[config.mk]
export PLATFORM = sky130hd
export DESIGN_NAME = pahbi_top
export DESIGN_NICKNAME = d
export VERILOG_FILES = /design/src/pahbi_top.v
export VERILOG_INCLUDE_DIRS = /design/src /design/src/include
export SDC_FILE = /design/constraint.sdc
export NUM_CORES = 1
export LEC_CHECK = 0
export BUFFER_PORTS_ARGS = -buffer_cell sky130_fd_sc_hd__buf_4
export CORE_MARGIN = 5
export CORE_UTILIZATION = 47
export DETAILED_ROUTE_END_ITERATION = 10
export MAX_ROUTING_LAYER = met4
export PLACE_DENSITY = 0.8
export SYNTH_ARGS = -nofsm -noshare
export SYNTH_HDL_FRONTEND = slang
export SYNTH_SLANG_ARGS = --single-unit
[constraint.sdc]
create_clock -name ref_clk_in -period 6.7 [get_ports ref_clk_in]
set_input_delay 1.34 -clock ref_clk_in [delete_from_list [all_inputs] [get_ports ref_clk_in]]
set_output_delay 1.34 -clock ref_clk_in [all_outputs]
set_load 0.01 [all_outputs]
[src/include/pahbi_defines.vh]
`ifndef PAHBI_DEFINES_VH
`define PAHBI_DEFINES_VH
// bus commands on the command/byte-enable lines
`define PAHBI_CMD_MEM_RD   4'h6
`define PAHBI_CMD_MEM_WR   4'h7
`define PAHBI_CMD_CFG_RD   4'hA
`define PAHBI_CMD_CFG_WR   4'hB
// agp status code: permission to start a transaction
`define PAHBI_ST_START     3'h7
// cycles without a device select before master abort
`define PAHBI_ABORT_CYC    3'h5
// type-0 configuration address marker in ad[1:0]
`define PAHBI_CFG_TYPE0    2'h0
// reset values of released and deasserted lines
`define PAHBI_REL          1'h1
`define PAHBI_DEASSERT     1'h1
`define PAHBI_ZERO32       32'h0000_0000
`define PAHBI_ZERO4        4'h0
`define PAHBI_ONES4        4'hF
`endif

[src/pahbi_top.v]
`timescale 1ns/1ps
`include "pahbi_defines.vh"
module pahbi_top #(
  parameter [31:0] BAR_BASE = 32'hE000_0000,
  parameter [31:0] BAR_MASK = 32'hFF00_0000
) (
  // clock, reset and bus mode
  input  wire        ref_clk_in,
  input  wire        srst_in,
  input  wire        agp_mode_in,
  // multiplexed address/data
  input  wire [31:0] ad_in,
  output reg  [31:0] ad_out,
  output reg         ad_oe_n_out,
  input  wire [3:0]  cbe_n_in,
  output reg  [3:0]  cbe_n_out,
  output reg         cbe_oe_n_out,
  input  wire        par_in,
  output reg         par_out,
  output reg         par_oe_n_out,
  // framing and handshake
  input  wire        frame_n_in,
  output reg         frame_n_out,
  output reg         frame_oe_n_out,
  input  wire        irdy_n_in,
  output reg         irdy_n_out,
  output reg         irdy_oe_n_out,
  input  wire        trdy_n_in,
  output reg         trdy_n_out,
  output reg         trdy_oe_n_out,
  input  wire        stop_n_in,
  output reg         stop_n_out,
  output reg         stop_oe_n_out,
  input  wire        devsel_n_in,
  output reg         devsel_n_out,
  output reg         devsel_oe_n_out,
  output reg         pipe_n_out,
  output reg         pipe_oe_n_out,
  // configuration select and arbitration
  input  wire        idsel_in,
  input  wire        gnt_n_in,
  input  wire [2:0]  agpst_in,
  output reg         req_n_out,
  // master user side
  input  wire        mst_req_in,
  input  wire [3:0]  mst_cmd_in,
  input  wire [31:0] mst_addr_in,
  input  wire [3:0]  mst_len_in,
  input  wire [31:0] mst_wdata_in,
  input  wire [3:0]  mst_be_in,
  output reg         mst_dacc_out,
  output reg  [31:0] mst_rdata_out,
  output reg         mst_done_out,
  output reg         mst_abort_out,
  output reg         mst_stopped_out,
  // agp request queue user side
  input  wire        agpq_valid_in,
  input  wire [3:0]  agpq_cmd_in,
  input  wire [31:0] agpq_addr_in,
  output wire        agpq_ready_out,
  // target user side
  output reg  [31:0] tgt_addr_out,
  output reg  [3:0]  tgt_cmd_out,
  output reg         tgt_sel_out,
  input  wire [31:0] tgt_rdata_in,
  output reg         tgt_wr_out,
  output reg  [31:0] tgt_wdata_out,
  output reg  [3:0]  tgt_be_out,
  output reg         tgt_rd_out
);

  // one-hot master states
  localparam [3:0] M_IDLE = 4'h1;
  localparam [3:0] M_ADDR = 4'h2;
  localparam [3:0] M_DATA = 4'h4;
  localparam [3:0] M_TURN = 4'h8;
  // one-hot target states
  localparam [3:0] T_IDLE = 4'h1;
  localparam [3:0] T_WAIT = 4'h2;
  localparam [3:0] T_DATA = 4'h4;
  localparam [3:0] T_TURN = 4'h8;

  reg [3:0] m_st_r;
  reg [3:0] t_st_r;
  reg [3:0] m_cnt_r;
  reg [2:0] m_wait_r;
  reg       m_wr_r;
  reg       m_dsel_r;
  reg       frame_d_r;
  reg       t_wr_r;
  reg       drv_par_r;

  // bus is idle when neither framing nor initiator ready is seen
  wire bus_idle = frame_n_in & irdy_n_in;
  wire granted  = ~gnt_n_in;
  wire st_start = granted & (agpst_in == `PAHBI_ST_START);
  // address phase seen from another master
  wire addr_seen = ~frame_n_in & frame_d_r & (m_st_r == M_IDLE);
  // completion and termination as seen on the lines
  wire done_ph = ~irdy_n_in & ~trdy_n_in;
  wire stop_ph = ~irdy_n_in & ~stop_n_in;
  wire cmd_cfg = (cbe_n_in == `PAHBI_CMD_CFG_RD) | (cbe_n_in == `PAHBI_CMD_CFG_WR);
  wire cmd_mem = (cbe_n_in == `PAHBI_CMD_MEM_RD) | (cbe_n_in == `PAHBI_CMD_MEM_WR);
  wire sel_cfg = agp_mode_in | idsel_in;
  wire hit_cfg = cmd_cfg & sel_cfg & (ad_in[1:0] == `PAHBI_CFG_TYPE0);
  wire hit_mem = cmd_mem & ((ad_in & BAR_MASK) == BAR_BASE);
  wire mst_go  = (m_st_r == M_IDLE) & mst_req_in & granted & bus_idle & (t_st_r == T_IDLE);

  assign agpq_ready_out = agp_mode_in & st_start & (m_st_r == M_IDLE) &
                          ~mst_req_in & (t_st_r == T_IDLE);

  // frame history sampled on the rising edge
  always @(posedge ref_clk_in) begin
    if (srst_in) begin
      frame_d_r <= `PAHBI_DEASSERT;
    end else begin
      frame_d_r <= frame_n_in;
    end
  end

  always @(posedge ref_clk_in) begin
    if (srst_in) begin
      req_n_out <= `PAHBI_DEASSERT;
    end else begin
      req_n_out <= ~((mst_req_in | agpq_valid_in) & (m_st_r == M_IDLE));
    end
  end

  // master sequencer with its pin drivers
  always @(posedge ref_clk_in) begin
    // reset releases lines and idles sequencer
    if (srst_in) begin
      m_st_r          <= M_IDLE;
      m_cnt_r         <= `PAHBI_ZERO4;
      m_wait_r        <= 3'h0;
      m_wr_r          <= 1'b0;
      m_dsel_r        <= 1'b0;
      frame_n_out     <= `PAHBI_DEASSERT;
      frame_oe_n_out  <= `PAHBI_REL;
      irdy_n_out      <= `PAHBI_DEASSERT;
      irdy_oe_n_out   <= `PAHBI_REL;
      pipe_n_out      <= `PAHBI_DEASSERT;
      pipe_oe_n_out   <= `PAHBI_REL;
      mst_dacc_out    <= 1'b0;
      mst_rdata_out   <= `PAHBI_ZERO32;
      mst_done_out    <= 1'b0;
      mst_abort_out   <= 1'b0;
      mst_stopped_out <= 1'b0;
    end else begin
      mst_dacc_out    <= 1'b0;
      mst_done_out    <= 1'b0;
      mst_abort_out   <= 1'b0;
      mst_stopped_out <= 1'b0;
      pipe_n_out      <= ~agpq_ready_out | ~agpq_valid_in;
      pipe_oe_n_out   <= ~(agp_mode_in & granted & (m_st_r == M_IDLE));
      case (m_st_r)
        M_IDLE: begin
          if (mst_go) begin
            m_st_r         <= M_ADDR;
            m_wr_r         <= mst_cmd_in[0];
            m_cnt_r        <= (mst_len_in == `PAHBI_ZERO4) ? 4'h1 : mst_len_in;
            m_wait_r       <= 3'h0;
            m_dsel_r       <= 1'b0;
            frame_n_out    <= 1'b0;
            frame_oe_n_out <= 1'b0;
            irdy_n_out     <= `PAHBI_DEASSERT;
            irdy_oe_n_out  <= 1'b0;
          end
        end
        M_ADDR: begin
          m_st_r <= M_DATA;
          // single phase releases frame at once
          frame_n_out <= (m_cnt_r == 4'h1);
          irdy_n_out  <= 1'b0;
        end
        M_DATA: begin
          if (~devsel_n_in) begin
            m_dsel_r <= 1'b1;
          end
          m_wait_r <= m_wait_r + 3'h1;
          // no device select in time: master abort
          if (~m_dsel_r & devsel_n_in & (m_wait_r == `PAHBI_ABORT_CYC)) begin
            m_st_r        <= M_TURN;
            frame_n_out   <= `PAHBI_DEASSERT;
            irdy_n_out    <= `PAHBI_DEASSERT;
            mst_abort_out <= 1'b1;
          end else if (done_ph | stop_ph) begin
            mst_dacc_out  <= done_ph;
            mst_rdata_out <= m_wr_r ? mst_rdata_out : ad_in;
            m_cnt_r       <= m_cnt_r - 4'h1;
            if ((m_cnt_r == 4'h1) | ~stop_n_in) begin
              if (frame_n_in) begin
                m_st_r          <= M_TURN;
                irdy_n_out      <= `PAHBI_DEASSERT;
                mst_done_out    <= 1'b1;
                mst_stopped_out <= ~stop_n_in;
              end
              frame_n_out <= `PAHBI_DEASSERT;
            end else begin
              frame_n_out <= (m_cnt_r == 4'h2);
            end
          end else if (~stop_n_in) begin
            frame_n_out <= `PAHBI_DEASSERT;
          end
        end
        M_TURN: begin
          // release lines after a turnaround cycle
          m_st_r         <= M_IDLE;
          frame_oe_n_out <= `PAHBI_REL;
          irdy_oe_n_out  <= `PAHBI_REL;
        end
        default: begin
          m_st_r <= M_IDLE;
        end
      endcase
    end
  end

  // target sequencer: claim, one data phase, disconnect
  always @(posedge ref_clk_in) begin
    if (srst_in) begin
      t_st_r          <= T_IDLE;
      t_wr_r          <= 1'b0;
      devsel_n_out    <= `PAHBI_DEASSERT;
      devsel_oe_n_out <= `PAHBI_REL;
      trdy_n_out      <= `PAHBI_DEASSERT;
      trdy_oe_n_out   <= `PAHBI_REL;
      stop_n_out      <= `PAHBI_DEASSERT;
      stop_oe_n_out   <= `PAHBI_REL;
      tgt_addr_out    <= `PAHBI_ZERO32;
      tgt_cmd_out     <= `PAHBI_ZERO4;
      tgt_sel_out     <= 1'b0;
      tgt_wr_out      <= 1'b0;
      tgt_rd_out      <= 1'b0;
      tgt_wdata_out   <= `PAHBI_ZERO32;
      tgt_be_out      <= `PAHBI_ZERO4;
    end else begin
      tgt_wr_out  <= 1'b0;
      tgt_rd_out  <= 1'b0;
      tgt_sel_out <= 1'b0;
      case (t_st_r)
        T_IDLE: begin
          if (addr_seen & (hit_cfg | hit_mem)) begin
            t_st_r          <= T_WAIT;
            t_wr_r          <= cbe_n_in[0];
            tgt_addr_out    <= ad_in;
            tgt_cmd_out     <= cbe_n_in;
            tgt_sel_out     <= 1'b1;
            devsel_n_out    <= 1'b0;
            devsel_oe_n_out <= 1'b0;
            trdy_oe_n_out   <= 1'b0;
            stop_oe_n_out   <= 1'b0;
          end
        end
        T_WAIT: begin
          // ready once read data is on the lines
          t_st_r     <= T_DATA;
          trdy_n_out <= 1'b0;
          stop_n_out <= frame_n_in ? `PAHBI_DEASSERT : 1'b0;
        end
        T_DATA: begin
          if (~frame_n_in) begin
            stop_n_out <= 1'b0;
          end
          if (~irdy_n_in) begin
            tgt_wr_out <= t_wr_r;
            tgt_rd_out <= ~t_wr_r;
            // byte enables taken in the data phase
            tgt_be_out <= ~cbe_n_in;
            if (t_wr_r) begin
              tgt_wdata_out <= ad_in;
            end
            trdy_n_out <= `PAHBI_DEASSERT;
            if (frame_n_in) begin
              t_st_r       <= T_TURN;
              devsel_n_out <= `PAHBI_DEASSERT;
              stop_n_out   <= `PAHBI_DEASSERT;
            end
          end else if (trdy_n_out & frame_n_in) begin
            t_st_r       <= T_TURN;
            devsel_n_out <= `PAHBI_DEASSERT;
            stop_n_out   <= `PAHBI_DEASSERT;
          end
        end
        T_TURN: begin
          t_st_r          <= T_IDLE;
          devsel_oe_n_out <= `PAHBI_REL;
          trdy_oe_n_out   <= `PAHBI_REL;
          stop_oe_n_out   <= `PAHBI_REL;
        end
        default: begin
          t_st_r <= T_IDLE;
        end
      endcase
    end
  end

  // address/data and command drivers
  always @(posedge ref_clk_in) begin
    if (srst_in) begin
      ad_out       <= `PAHBI_ZERO32;
      ad_oe_n_out  <= `PAHBI_REL;
      cbe_n_out    <= `PAHBI_ONES4;
      cbe_oe_n_out <= `PAHBI_REL;
    end else if (mst_go) begin
      ad_out       <= mst_addr_in;
      ad_oe_n_out  <= 1'b0;
      cbe_n_out    <= mst_cmd_in;
      cbe_oe_n_out <= 1'b0;
    end else if (agpq_ready_out & agpq_valid_in) begin
      ad_out       <= agpq_addr_in;
      ad_oe_n_out  <= 1'b0;
      cbe_n_out    <= agpq_cmd_in;
      cbe_oe_n_out <= 1'b0;
    end else if ((m_st_r == M_ADDR) | ((m_st_r == M_DATA) & ~frame_n_out)) begin
      // byte enables through the data phases
      ad_out       <= mst_wdata_in;
      ad_oe_n_out  <= ~m_wr_r;
      cbe_n_out    <= ~mst_be_in;
      cbe_oe_n_out <= 1'b0;
    end else if ((m_st_r == M_DATA) & ~(done_ph | stop_ph)) begin
      ad_out       <= mst_wdata_in;
      ad_oe_n_out  <= ~m_wr_r;
      cbe_n_out    <= ~mst_be_in;
      cbe_oe_n_out <= 1'b0;
    end else if ((t_st_r == T_WAIT) | ((t_st_r == T_DATA) & irdy_n_in & ~t_wr_r)) begin
      // read data presented by the target
      ad_out       <= tgt_rdata_in;
      ad_oe_n_out  <= t_wr_r;
      cbe_n_out    <= `PAHBI_ONES4;
      cbe_oe_n_out <= `PAHBI_REL;
    end else begin
      // released when not owning the lines
      ad_oe_n_out  <= `PAHBI_REL;
      cbe_oe_n_out <= `PAHBI_REL;
    end
  end

  // parity one clock behind the lines
  always @(posedge ref_clk_in) begin
    if (srst_in) begin
      drv_par_r    <= 1'b0;
      par_out      <= 1'b0;
      par_oe_n_out <= `PAHBI_REL;
    end else begin
      drv_par_r    <= ~ad_oe_n_out | ~cbe_oe_n_out;
      par_out      <= ^{ad_out, cbe_n_in}; // enables as seen on the lines
      par_oe_n_out <= ~(~ad_oe_n_out | (drv_par_r & ~cbe_oe_n_out & m_wr_r &
                        (m_st_r != M_IDLE)) | ((t_st_r == T_DATA) & ~t_wr_r));
    end
  end

endmodule

* After elaboration in Yosys (flattened, before gate mapping)
Index checks and enable logic that the tools add are counted.
Widths: inputs -> output; s select.
** Word-level totals
- Output and inout bits :: 165
- Register bits :: 181
- Logic and storage cells :: 238
- Input port bits :: 196
** Operators by class
- Bitwise operators :: 71
- Equal/unequal tests :: 30
- Reductions and logical operators :: 32
- Multiplexer cells :: 66
- $add $sub $neg :: 2
** Operators with widths (number)
- $mux 32 :: 5
- $mux 4 :: 17
- $reduce_xor 36->1 :: 1
- $and 1x1->1 :: 33
- $mux 1 :: 31
- $pmux 4 s3 :: 2
- $not 1->1 :: 23
- $eq 4x3->1 const B :: 4
- $eq 4x4->1 const B :: 4
- $reduce_and 4->1 :: 4
- $reduce_and 2->1 :: 7
- $or 1x1->1 :: 13
- $eq 4x1->1 const B :: 3
- $eq 4x2->1 const B :: 3
- $ne 3x3->1 const B :: 4
- $pmux 1 s2 :: 6
- $reduce_and 3->1 :: 4
- $reduce_bool 2->1 :: 5
- $eq 8x8->1 const B :: 1
- $ne 2x2->1 const B :: 4
- $not 4->4 :: 2
- $pmux 4 s2 :: 1
- $eq 3x3->1 const B :: 2
- $pmux 1 s3 :: 2
- 18 further kinds :: 20

* Logic depth before layout (Yosys ltp)
- Depth after elaboration :: 9
- Depth in mapped cells :: 10
- Gate-level depth less buffers :: 8

* Least setup slack after synthesis
No wires, ideal clock.
- Path type :: input to output
- Start :: input gnt_n_in
- End :: output agpq_ready_out
- Stages :: 4
- Path buffers :: 1
- Arrival :: 2555 ps
- Setup slack :: 2805 ps
- Cell sequence :: or3b_2 > or3_1 > buf_6 > nor3_1
** Between the ends
- Word-level cells in the longest chain between the ends :: 6
** RTL lines
- from (decl) :: RTL line pahbi_top.v:41 : input wire gnt_n_in,
- $not 1->1 :: RTL line pahbi_top.v:95 : wire granted = ~gnt_n_in;
- $and 1x1->1 :: RTL line pahbi_top.v:96 : wire st_start = granted & (agpst_in == `PAHBI_ST_START);
- $and 1x1->1 (3 in series) :: RTL line pahbi_top.v:109 : assign agpq_ready_out = agp_mode_in & st_start & (m_st_r == M_IDLE) &
- $and 1x1->1 :: RTL line pahbi_top.v:110 : ~mst_req_in & (t_st_r == T_IDLE);
- to (decl) :: RTL line pahbi_top.v:60 : output wire agpq_ready_out,
No other way between the ends.

* Worst setup path after layout
Ends and elaborated chain as after synthesis.

==> impl_metrics.toml <==
[run_status]
status = "finished, final reports clean"

[worst_setup_path]
slowest_stage = "or3_1"
rrSetupSlack_ns = 3.46
endpoint_kind = "primary output"
critPathLaunchType = "input port"
reg2reg_from = "m_st_r[1]$_SDFFE_PP0P_"
slowest_delay_ns = 0.52
required_ns = 5.36
path_cells = "buf_4 -> or3b_2 -> or3_1 -> nor3_1 -> buf_4"
critPathMaxFanout = 9
arrival_ns = 2.87
timing.rr.end = "ad_out[18]$_SDFFE_PP0P_"
cpMostUsedCell = "buf_4"
crit_type = "input port to primary output"
ff2ff_path_depth = 7

[global_routing]
grt_overflow = 0
grt_pass1_wl_mm = 42.28
grt_usage = 0.2758
antenna_found_initial = 3
grt_start_max_net_pins = 96
grt_pass1_vias = 7951

[sta]
setup_violations = 0
rsz0062_at_grt = "false"
period_minus_slack_ns = 4.213
fmax_mhz = 237.4
period_share = 0.6288
setup-tns-final_ns = 0
slew_headroom = 0.2315
finalMaxSlewViolations = 0
worst_pin_slew_ns = 1.153
fin_skew_ns = 0.01439
hold_viol_final = 0

[synth]
synthArstFlopShare = 0
synth.yosys.seq_area_share = 0.4480
synth_flop_cell = "dfxtp_1"
synth_xor_area_frac = 0.03765
synthCells = 978
synth_warnings = 0
yosysTopAreaCell = "dfxtp_1"
synth_area_um2 = 8043
ys_types = 53
ys_top_cells_by_area = "dfxtp_1 (45%), nand2_1 (11%), a21oi_1 (6.7%)"
synthesis.nets = 1183
synthMuxAreaShare = 0.08945
synth_top_family_by_area = "simple AND/OR/NAND/NOR gates"
postSynthAreaPerCell_um2 = 8.224
synth_compound_area_frac = 0.1408
synthAdderAreaFrac = 0.01400
synth_top_area_share = 0.4480
synth_edf_count = 0
yosys.area_share.simple = 0.2253
synth_seq_cells = 180

[pwr]
p_leak_nw = 4.740
ir_worst_vdd_uv = 171.9
power_density_nw_per_um2 = 207.5

[clock_tree]
htreeDepth = 4
cts_max_path_buffers = 2
clock_latency_ns = 0.42
cts_tree = "built"
path_clk_slew_ns = 0.06
cts_root_buffer = "clkbuf_16"
hold_buffers = 0
postCtsSetupBuffers = 0
cts_buffers = 17
cts_resized = 0
clock_sinks = 180

[routing]
drt_first_pass_iters = 5
via_per_inst = 5.263
wire_per_inst_um = 18.10
drt_iter0_drc = 430
detail-route-antenna-nets = 0
drc = 0
dr_total_vias = 8053
wirelength_mm = 27.69

[hold_path]
hold_end = "mst_rdata_out[28]$_SDFFE_PP0P_"
hp-start = "mst_rdata_out[28]$_SDFFE_PP0P_"
min_path_type = "flip-flop to flip-flop"
hold_depth = 2

[place]
place_congestion = 0.8494
placed_cell_area_um2 = 10800
io_buffers = 359
hpwl_mm = 20.98

[floorplan]
die_w_um = 140.8
start_util = 0.4816
core_um2 = 16700
die_h_um = 140.8
boundaryPins = 361
die_area_um2 = 19830
rows = 47

[finish]
design_area_um2 = 11420
drive_above_1_share = 0.3435
nets = 1499
area.growth.synth_to_final_pct = 41.94

[job]
maxCapViolations = 0
-- registers in the layout, indices dropped and copies added (netlist names), 32 cells and up --
signal         flops
ad_out            32
mst_rdata_out     32
tgt_addr_out      32
tgt_wdata_out     32
-- stage by stage --
stage	hold WS (ns)	total power, mW	util	setup WS [ns]	cells
floorplan	0.4634	1.231	-	2.805	978
global placement	0.4429	1.370	0.6469	2.537	1495
detailed placement	0.4478	1.373	0.6469	2.505	1495
CTS	0.4577	2.381	0.6831	2.504	1527
global route	0.4791	2.456	0.6835	2.407	1530
finish	0.4546	2.368	0.6835	2.487	1530
-- cell families (layout without fill, tap and decap cells) --
kind of cell | after synthesis | count (layout)
DFF | 180 | 180
muxes | 68 | 68
and+or+nand+nor | 417 | 417
adders and majority gates | 9 | 9
other | 0 | 3
xor gates and xnor gates | 33 | 33
buffers and inverters | 83 | 412
AOI/OAI and AO/OA | 188 | 188
-- layer usage --
metal	track usage	routed length, um
met1	0.3120	10870
met2	0.4897	14380
met3	0.05350	1667
met4	0.09077	775
met5	-	0
-- placed cells by master (no fill, tap or decap), drive strengths merged, types with 4 or more instances in the layout --
cell and n:
nor4b 4, xor2 4, inv 16, ha 9, a21o 4, xnor2 28
buf 371, clkbuf 19, nand2b 9, o211ai 32, dfxtp 180, nor2 76
mux2 31, or3 5, nand2 236, a31oi 5, a21oi 109, o21bai 6
nand3b 5, a211oi 10, and2 6, o21ai 10, nand3 35, mux2i 37
nor3 17, nor3b 4
-- where the power goes --
part | internal, mW | switching [mW]
combinational | 0.140 | 0.115
clock | 0.573 | 0.446
sequential | 1.08 | 0.0110
total | 1.80 | 0.572
-- synthesized netlist by cell type (10+ instances only) --
cell type and n:
nand2_1 236, a211oi_1 10, o21ai_0 10, a21oi_1 107, mux2_2 31, o211ai_1 32, buf_2 15, mux2i_1 37
dfxtp_1 180, nor3_1 17, nand3_1 35, nor2_1 76, clkbuf_1 52, xnor2_1 28
-- critical path, delay by kind of cell --
kind,cells,cell delay [ns]
buffers and inverters,2,0.27
AND/OR/NAND/NOR,3,1.26
-- worst max path at each step --
stage / start / end / cells after the start
5_1_grt: gnt_n_in / agpq_ready_out / 5
3_5_place_dp: gnt_n_in / agpq_ready_out / 5
6_report: gnt_n_in / agpq_ready_out / 5
4_1_cts: gnt_n_in / agpq_ready_out / 5
3_3_place_gp: gnt_n_in / agpq_ready_out / 5
2_1_floorplan: gnt_n_in / agpq_ready_out / 4
-- final cells by class --
type / count / area (um^2)
antenna: 3 / 7.507
clock buffer: 19 / 442.9
clock inverter: 13 / 161.4
fill: 1441 / 5285
inverter: 9 / 33.78
multi-input combinational: 715 / 4106
sequential: 180 / 3603
tap: 220 / 275.3
timing repair buffer: 371 / 2785
No activity file was read; power rests on OpenSTA's default activity.
